===== src/design/dswd_pkg.sv =====
// Package with constants and types for the dual-stage watchdog
package dswd_pkg;
  // ------------------------------------------------------------
  // Widths
  // ------------------------------------------------------------
  localparam int unsigned TIMEOUT_WIDTH = 32;
  localparam int unsigned SYNC_DEPTH = 2;

  // ------------------------------------------------------------
  // Stage actions
  // ------------------------------------------------------------
  typedef enum logic [2:0] {
    DSWD_ACT_NONE = 3'h0,
    DSWD_ACT_RESET = 3'h1,
    DSWD_ACT_NMI = 3'h2,
    DSWD_ACT_SMI = 3'h3,
    DSWD_ACT_SCI = 3'h4,
    DSWD_ACT_DELAY = 3'h5
  } dswd_action_type;

  // One stage setting: time-out in clock cycles and action
  typedef struct packed {
    logic [TIMEOUT_WIDTH-1:0] timeout;
    dswd_action_type action;
  } dswd_stage_cfg_type;

  // Event pulses toward the processor and module
  typedef struct packed {
    logic module_reset;
    logic nmi;
    logic system_management_irq;
    logic os_control_irq;
  } dswd_event_type;

  // ------------------------------------------------------------
  // Reset values, count step and edge pattern
  // ------------------------------------------------------------
  localparam logic [TIMEOUT_WIDTH-1:0] COUNT_ZERO = 32'h0000_0000;
  localparam logic [TIMEOUT_WIDTH-1:0] COUNT_ONE = 32'h0000_0001;
  localparam logic [SYNC_DEPTH-1:0] SYNC_IDLE = 2'h3;
  localparam logic [SYNC_DEPTH-1:0] SYNC_FALL = 2'h1;
endpackage : dswd_pkg


===== src/design/dswd_watchdog.sv =====
// Dual-stage watchdog timer with carrier kick input and time-out pin
// Behaviour
// - Two sequential stages, each with its own time-out and action.
// - A no-action stage is skipped at once, with no action.
// - Reset-action expiry pulses the module reset request.
// - NMI-action expiry pulses the non-maskable interrupt.
// - Management-action expiry pulses the system management interrupt.
// - Control-action expiry pulses the OS-visible control interrupt.
// - Delay-action expiry only advances to the next stage.
// - A setting enables or disables the time-out output pin.
// - After a time-out, drive the indicator out when enabled.
`timescale 1ns/1ps
module dswd_watchdog (
  input wire logic clk, // 200 MHz clock
  input wire logic rst, // Synchronous reset, active high
  input wire logic enable, // Watchdog run enable
  input wire dswd_pkg::dswd_stage_cfg_type stage1_cfg, // Stage one setting
  input wire dswd_pkg::dswd_stage_cfg_type stage2_cfg, // Stage two setting
  input wire logic sw_kick, // Software kick pulse
  input wire logic pin_enable, // Time-out pin activity enable
  input wire logic carrier_kick_n, // Carrier strobe, active low
  output logic timeout_indicator_out, // Time-out indicator to carrier
  output logic timed_out, // Sticky time-out status
  output dswd_pkg::dswd_event_type events, // One-cycle action pulses
  output logic [1:0] stage // One-hot active stage
);
  // ------------------------------------------------------------
  // State
  // ------------------------------------------------------------
  typedef enum logic [2:0] {
    DSWD_IDLE = 3'b001,
    DSWD_STAGE1 = 3'b010,
    DSWD_STAGE2 = 3'b100
  } dswd_state_type;

  dswd_state_type state;
  dswd_state_type next_state;
  logic [dswd_pkg::TIMEOUT_WIDTH-1:0] count;
  logic [dswd_pkg::TIMEOUT_WIDTH-1:0] next_count;
  logic [dswd_pkg::SYNC_DEPTH-1:0] sync;
  logic kick_prev;

  // ------------------------------------------------------------
  // Kick synchroniser and edge detect
  // ------------------------------------------------------------
  // First stage flop feeds only the second
  always_ff @(posedge clk) begin
    if (rst) begin
      sync <= dswd_pkg::SYNC_IDLE;
      kick_prev <= 1'b1;
    end else begin
      sync <= {sync[0], carrier_kick_n};
      kick_prev <= sync[1];
    end
  end

  // Falling edge on the synchronised strobe, or a software kick
  // New level low after old level high; only the second flop is read
  wire carrier_fall = ({sync[1], kick_prev} == dswd_pkg::SYNC_FALL);
  wire kick = carrier_fall | sw_kick;

  // ------------------------------------------------------------
  // Stage decode
  // ------------------------------------------------------------
  wire in_stage1 = (state == DSWD_STAGE1);
  wire in_stage2 = (state == DSWD_STAGE2);
  wire dswd_pkg::dswd_action_type cur_action = in_stage2 ? stage2_cfg.action : stage1_cfg.action;
  wire stage_off = (cur_action == dswd_pkg::DSWD_ACT_NONE);
  wire count_done = (count <= dswd_pkg::COUNT_ONE);
  // A stage ends on time-out, or at once when it has no action
  wire stage_end = (in_stage1 | in_stage2) & (stage_off | count_done);
  // A kick or a disabled watchdog on the expiry cycle suppresses the action
  wire act_fire = enable & stage_end & ~stage_off & ~kick;
  // Action decode of the running stage
  wire act_reset = (cur_action == dswd_pkg::DSWD_ACT_RESET);
  wire act_nmi = (cur_action == dswd_pkg::DSWD_ACT_NMI);
  wire act_smi = (cur_action == dswd_pkg::DSWD_ACT_SMI);
  wire act_sci = (cur_action == dswd_pkg::DSWD_ACT_SCI);
  wire act_delay = (cur_action == dswd_pkg::DSWD_ACT_DELAY);
  wire [dswd_pkg::TIMEOUT_WIDTH-1:0] s1_load = stage1_cfg.timeout;
  wire [dswd_pkg::TIMEOUT_WIDTH-1:0] s2_load = stage2_cfg.timeout;

  // Next state and count; disable and kick override the stage walk
  always_comb begin
    next_state = state;
    next_count = count;
    if (!enable) begin
      next_state = DSWD_IDLE;
      next_count = dswd_pkg::COUNT_ZERO;
    end else if (kick) begin
      next_state = DSWD_STAGE1;
      next_count = s1_load;
    end else begin
      unique case (state)
        DSWD_IDLE: begin
          // Restart stage one after a finished sequence
          next_state = DSWD_STAGE1;
          next_count = s1_load;
        end
        DSWD_STAGE1: begin
          if (stage_end) begin
            next_state = DSWD_STAGE2;
            next_count = s2_load;
          end else begin
            next_count = count - dswd_pkg::COUNT_ONE;
          end
        end
        DSWD_STAGE2: begin
          if (stage_end) begin
            next_state = DSWD_IDLE;
            next_count = dswd_pkg::COUNT_ZERO;
          end else begin
            next_count = count - dswd_pkg::COUNT_ONE;
          end
        end
        // Codes that are not one-hot fall back to idle
        default: begin
          next_state = DSWD_IDLE;
          next_count = dswd_pkg::COUNT_ZERO;
        end
      endcase
    end
  end

  // State registers
  always_ff @(posedge clk) begin
    if (rst) begin
      state <= DSWD_IDLE;
      count <= dswd_pkg::COUNT_ZERO;
    end else begin
      state <= next_state;
      count <= next_count;
    end
  end

  // ------------------------------------------------------------
  // Actions and indicator
  // ------------------------------------------------------------
  wire dswd_pkg::dswd_event_type next_events = '{
    module_reset: act_fire && act_reset,
    nmi: act_fire && act_nmi,
    system_management_irq: act_fire && act_smi,
    os_control_irq: act_fire && act_sci
  };
  // Delay stages add time only; they do not flag a time-out
  wire fire_real = act_fire & ~act_delay;
  wire next_timed_out = enable & ~kick & (timed_out | fire_real);

  // Output registers
  always_ff @(posedge clk) begin
    if (rst) begin
      events <= '0;
      timed_out <= 1'b0;
      timeout_indicator_out <= 1'b0;
      stage <= 2'h0;
    end else begin
      events <= next_events;
      timed_out <= next_timed_out;
      timeout_indicator_out <= next_timed_out & pin_enable;
      stage <= {next_state == DSWD_STAGE2, next_state == DSWD_STAGE1};
    end
  end
endmodule : dswd_watchdog


===== config.mk =====
export PLATFORM = sky130hd
export DESIGN_NAME = dswd_watchdog
export DESIGN_NICKNAME = d
export VERILOG_FILES = /design/src/design/dswd_pkg.sv /design/src/design/dswd_watchdog.sv
export SDC_FILE = /design/constraint.sdc
export NUM_CORES = 1
export LEC_CHECK = 0
export ABC_CLOCK_PERIOD_IN_PS = 2650
export BUFFER_PORTS_ARGS = -buffer_cell sky130_fd_sc_hd__buf_4
export CORE_ASPECT_RATIO = 0.75
export CORE_UTILIZATION = 40
export CTS_BUF_LIST = sky130_fd_sc_hd__clkbuf_4
export CTS_CLUSTER_DIAMETER = 50
export DETAILED_ROUTE_END_ITERATION = 8
export GPL_TIMING_DRIVEN = 0
export PLACE_DENSITY = 0.71
export SLEW_MARGIN = 20
export SYNTH_ARGS = -nofsm -noshare
export SYNTH_HDL_FRONTEND = slang
export SYNTH_SLANG_ARGS = --single-unit

===== constraint.sdc =====
create_clock -name clk -period 2.65 [get_ports clk]
set_input_delay 0 -clock clk [delete_from_list [all_inputs] [get_ports clk]]
set_output_delay 0 -clock clk [all_outputs]
set_load 0.05 [all_outputs]

# After elaboration in Yosys (flattened, before gate mapping)
# Cells that the tools add are included.
# totals
n_memories	0
ram_bits	0
latchBits	0
register_bits	46
rom_bits	0
input_bits	76
word_cells	56
output_inout_bits	8
# classes
div	0
n_eq_ne	11
n_mul	0
magnitude_cmp	1
muxes	10
add_sub_neg	1
shifts	0
n_bitwise	16
reduce_logical	6
# op_table
op	n
$mux 32	3
$pmux 32 s3	1
$le 32x1->1 const B	1
$sub 32x1->32 const B	1
$mux 3	5
$eq 3x2->1 const B	4
$eq 3x3->1 const B	4
$pmux 3 s3	1
$and 1x1->1	8
$eq 3x1->1 const B	2
$logic_and 1x1->1	4
$not 1->1	4
$or 1x1->1	4
$logic_not 3->1	1
$eq 2x1->1 const B	1
$reduce_or 2->1	1

# Logic depth before layout (Yosys ltp)
# logic_depth
word_depth	12
depth_mapped	10
ltp_nobuf	8

# Worst setup path before layout
# OpenSTA, ideal clock, no wires.
# synth_path
kind	reg-to-reg
startpoint	register count[14] in the netlist's numbering
endpoint	register count[17] in the netlist's numbering
t_arrival_ns	2.664
path_stages_with_launch	10
slack_ns	-0.146
period_less_slack_ns	2.796
required_ns	2.518
setup_time_ns	0.132
path_cell_list	dfxtp_1 -> or4_4 -> or3b_1 -> buf_6 -> or4_4 -> and2_1 -> buf_6 -> buf_8 -> a222oi_1 -> nor3_1
# synth_via
elab_chain_cells	6
# synth_lines
element	line_no	source
start: declaration	dswd_watchdog.sv:38	logic [dswd_pkg::TIMEOUT_WIDTH-1:0] count;
start signal: assignment	dswd_watchdog.sv:129	count <= dswd_pkg::COUNT_ZERO;
start signal: assignment	dswd_watchdog.sv:132	count <= next_count;
$le 32x1->1	dswd_watchdog.sv:69	wire count_done = (count <= dswd_pkg::COUNT_ONE);
$or 1x1->1	dswd_watchdog.sv:71	wire stage_end = (in_stage1 | in_stage2) & (stage_off | count_done);
$and 1x1->1	dswd_watchdog.sv:71	
$mux 32 (on tied branches)	dswd_watchdog.sv:109, dswd_watchdog.sv:101	
$pmux 32 s3 (*)	dswd_watchdog.sv:94	unique case (state)
$mux 32 (*)	dswd_watchdog.sv:90	end else if (kick) begin
# Mark *: on every way between the ends. The rest lies on a longest branch, timed or not.
# A chain may end at the register's enable or synchronous reset.

# Worst setup path after layout
# layout_path
startpoint	register count[14] in the netlist's numbering
endpoint	register count[10] in the netlist's numbering
# layout_via
elab_chain_cells	6
# layout_lines
element	line_no
$le 32x1->1 (*)	dswd_watchdog.sv:69
$or 1x1->1 (*)	dswd_watchdog.sv:71
$and 1x1->1 (*)	dswd_watchdog.sv:71
$mux 32 (on tied branches)	dswd_watchdog.sv:109, dswd_watchdog.sv:101
$pmux 32 s3 (*)	dswd_watchdog.sv:94
$mux 32 (*)	dswd_watchdog.sv:90
# Marks and branches as above.

==> results.cfg <==
[clock_tree]
cts.sink_count = 46
cts_max_path_buffers = 2
cts-root-buf = clkbuf_4
cts_buffers = 5
htree_levels = 2
cts_tree = done
clkLatencyLatePin_ns = 0.36
clk_pin_slew_ns = 0.13

[route]
met3_length_mm = 1.157
wl_mm = 10.97
drc = 0
vias_per_cell = 5.985
vias = 3519
avgRoutedWirePerCell_um = 18.66
ant_nets = 0
drt_pre_antenna_iters = 6
top_layer = met4
drt-met1-wl_mm = 4.581
met2_length_mm = 5.042
drt_iter0_markers = 454

[power]
powerDensity_mw_per_mm2 = 393.7
power_w = 0.001807
vdd_ir_drop_max_mv = 0.2610
leakage_nw = 1.924

[synth]
ys.flop_type = dfxtp_1
synth_area_leaders = dfxtp_1 (34%), nor3_1 (7.1%), xor2_1 (6.7%)
synth-seq-cells = 46
synthArstFlopShare = 0
synth_edf_count = 0
yosysTopAreaCellShare = 0.3373
yosys.area.top_type = dfxtp_1
synth_cells = 332
syn_area_mm2 = 0.002730
ys_seq_area_frac = 0.3373
synth.avg_cell_area_um2 = 8.223
ys_warn_count = 0
yosysUniqueCellTypes = 45
synth_nets = 410

[timing]
final_critical_path_setup_slack_ns = -0.1910
fin_crit_sh = 1.072
finalHoldViolations = 0
rsz0062_at_grt = true
layout_min_cycle_time_ns = 2.841
max_slew_margin = 0.4648
tightest_slew_ns = 0.7825
slew_viol_final = 0
fmax_ghz = 0.3520
setup_violations = 38
skew_ns = 0.01279

[floorplanning]
die_area_mm2 = 0.007163
core_mm2 = 0.006444
start_util = 0.4237
ios = 84
die_h_um = 73.55
die_w_um = 97.40
num_rows = 25

[final_layout]
utilization = 0.7122
drive_gt1_frac = 0.3235
layout_commonest_cell = buf_4
area_delta_synth_final_pct = 68.10
nets = 585
final_cell_mix = buf_4 (94), dlygate4sd3_1 (65), dfxtp_1 (44), nor3_1 (36), a21oi_1 (31)
num-fill-cells = 476
num_antenna_cells = 0

[worst_setup_path]
crit_arrival_ns = 3.12
critPathMostFrequentCell = buf_6
max_stage_delay_ns = 0.53
crit_required_ns = 2.93
crit_fanout = 6
crit_path_end_kind = flop
crit_type = flop to flop
cp_slowest_cell = or4_4
startpoint_type = flop
worstPathCellList = or4_4 > or3b_4 > buf_6 > o41a_1 > nor3_4 > buf_6 > buf_6 > buf_8 > a222oi_1 > nor3_1

[grt]
grt_first_pass_wirelength_mm = 16.02
grt_pass1_vias = 3278
grt_max_degree = 13
grt_overflow_total = 0
grt_usage = 0.2833
antenna_found_initial = 0

[placement]
gp_congestion = 0.9203
io_buffers = 83
dp_hpwl_mm = 6.341

[flow_run]
max-cap-violations = 0

[hold_path]
hp-class = primary input to flop

[status]
violations = negative setup slack
run_status = finished with violations
metal layers:
layer | track usage | vias to the layer above
li1 | - | 1619
met1 | 0.3712 | 1637
met2 | 0.4615 | 232
met3 | 0.07326 | 31
met4 | 0.08987 | 0
met5 | 0 | -
power breakdown:
group	leakage [nW]	internal [W]	switching, W	total, W
Combinational	1.52	0.000364	0.000372	0.000736
Sequential	0.375	0.000714	0.0000222	0.000736
Clock	0.0322	0.000121	0.000214	0.000335
state kept, by name, summed over array words and instances (netlist names):
name / flops
events: 4
count: 32
timed_out: 1
timeout_indicator_out: 1
kick_prev: 1
stage: 2
sync: 2
state: 3
worst paths after layout:
path,startpoint,end,slack (ns),cells after the start
worst min-delay path,stage2_cfg[32],count[29],0.01,3
worst min register to register,sync[0],sync[1],0.43,1
worst max-delay path,count[14],count[10],-0.19,10
worst max register to register,count[14],count[10],-0.19,10
layout make-up:
| cell class | count | area, um2 | area share |
|---|---|---|---|
| buffer | 22 | 131.4 | 0.02863 |
| clock buffer | 7 | 52.55 | 0.01145 |
| inverter | 6 | 22.52 | 0.004907 |
| multi-input combinational | 256 | 1862 | 0.4057 |
| sequential | 46 | 923.4 | 0.2012 |
| tap | 81 | 101.3 | 0.02208 |
| timing repair buffer | 170 | 1496 | 0.3261 |
timing repair:
| action | CTS | global route |
|---|---|---|
| gates cloned | 2 | 2 |
| endpoints found under the hold margin | 37 | 2 |
| setup buffers | 10 | 8 |
| hold buffers | 63 | 2 |
| resized for setup | 19 | 48 |
| setup endpoints to repair | 38 | 38 |
| pin swaps | 17 | 24 |
critical path: cells and delay by family (launching register included):
| family | cells | cell delay [ns] |
|---|---|---|
| simple gates | 4 | 1.31 |
| buf+inv | 4 | 0.55 |
| flops | 1 | 0.35 |
| compound gates | 2 | 0.56 |
metrics by stage:
stage | hold WS (ns) | area [um2] | setup TNS (ns) | setup WS (ns) | cells
after detailed placement | 0.1889 | 3458 | -6.144 | -0.2507 | 496
after floorplan | 0.1038 | 2734 | -0.06419 | -0.02467 | 332
after global placement | 0.1843 | 3458 | -4.949 | -0.2069 | 496
after CTS | 0.009088 | 4293 | -0.3568 | -0.04123 | 576
after global routing | 0.002952 | 4589 | -5.017 | -0.1970 | 588
final | 0.01356 | 4589 | -4.090 | -0.1910 | 588
synthesized netlist by cell type (4+ instances only):
cell type,instances
a211oi_1,11
a222oi_1,18
xor2_1,21
a21oi_1,34
xnor2_1,7
nand3_1,5
or3_1,7
a22oi_1,6
inv_1,6
nor4_1,11
or2_2,6
mux2i_1,5
nor2_1,21
nand2_1,22
clkbuf_1,17
a32oi_1,4
dfxtp_1,46
nor3_1,39
cell families (layout without fill, tap and decap cells):
family                     Yosys count  after routing  synth area share
and+or+nand+nor                    129            129            0.2457
AOI/OAI and AO/OA                   92             92            0.2447
DFF                                 46             46            0.3373
buffers and inverters               30            205           0.05499
xor gates and xnor gates            28             28           0.08983
muxes                                5              5           0.01833
adders and majority gates            2              2          0.009164
(Power assumes the default switching activity.)
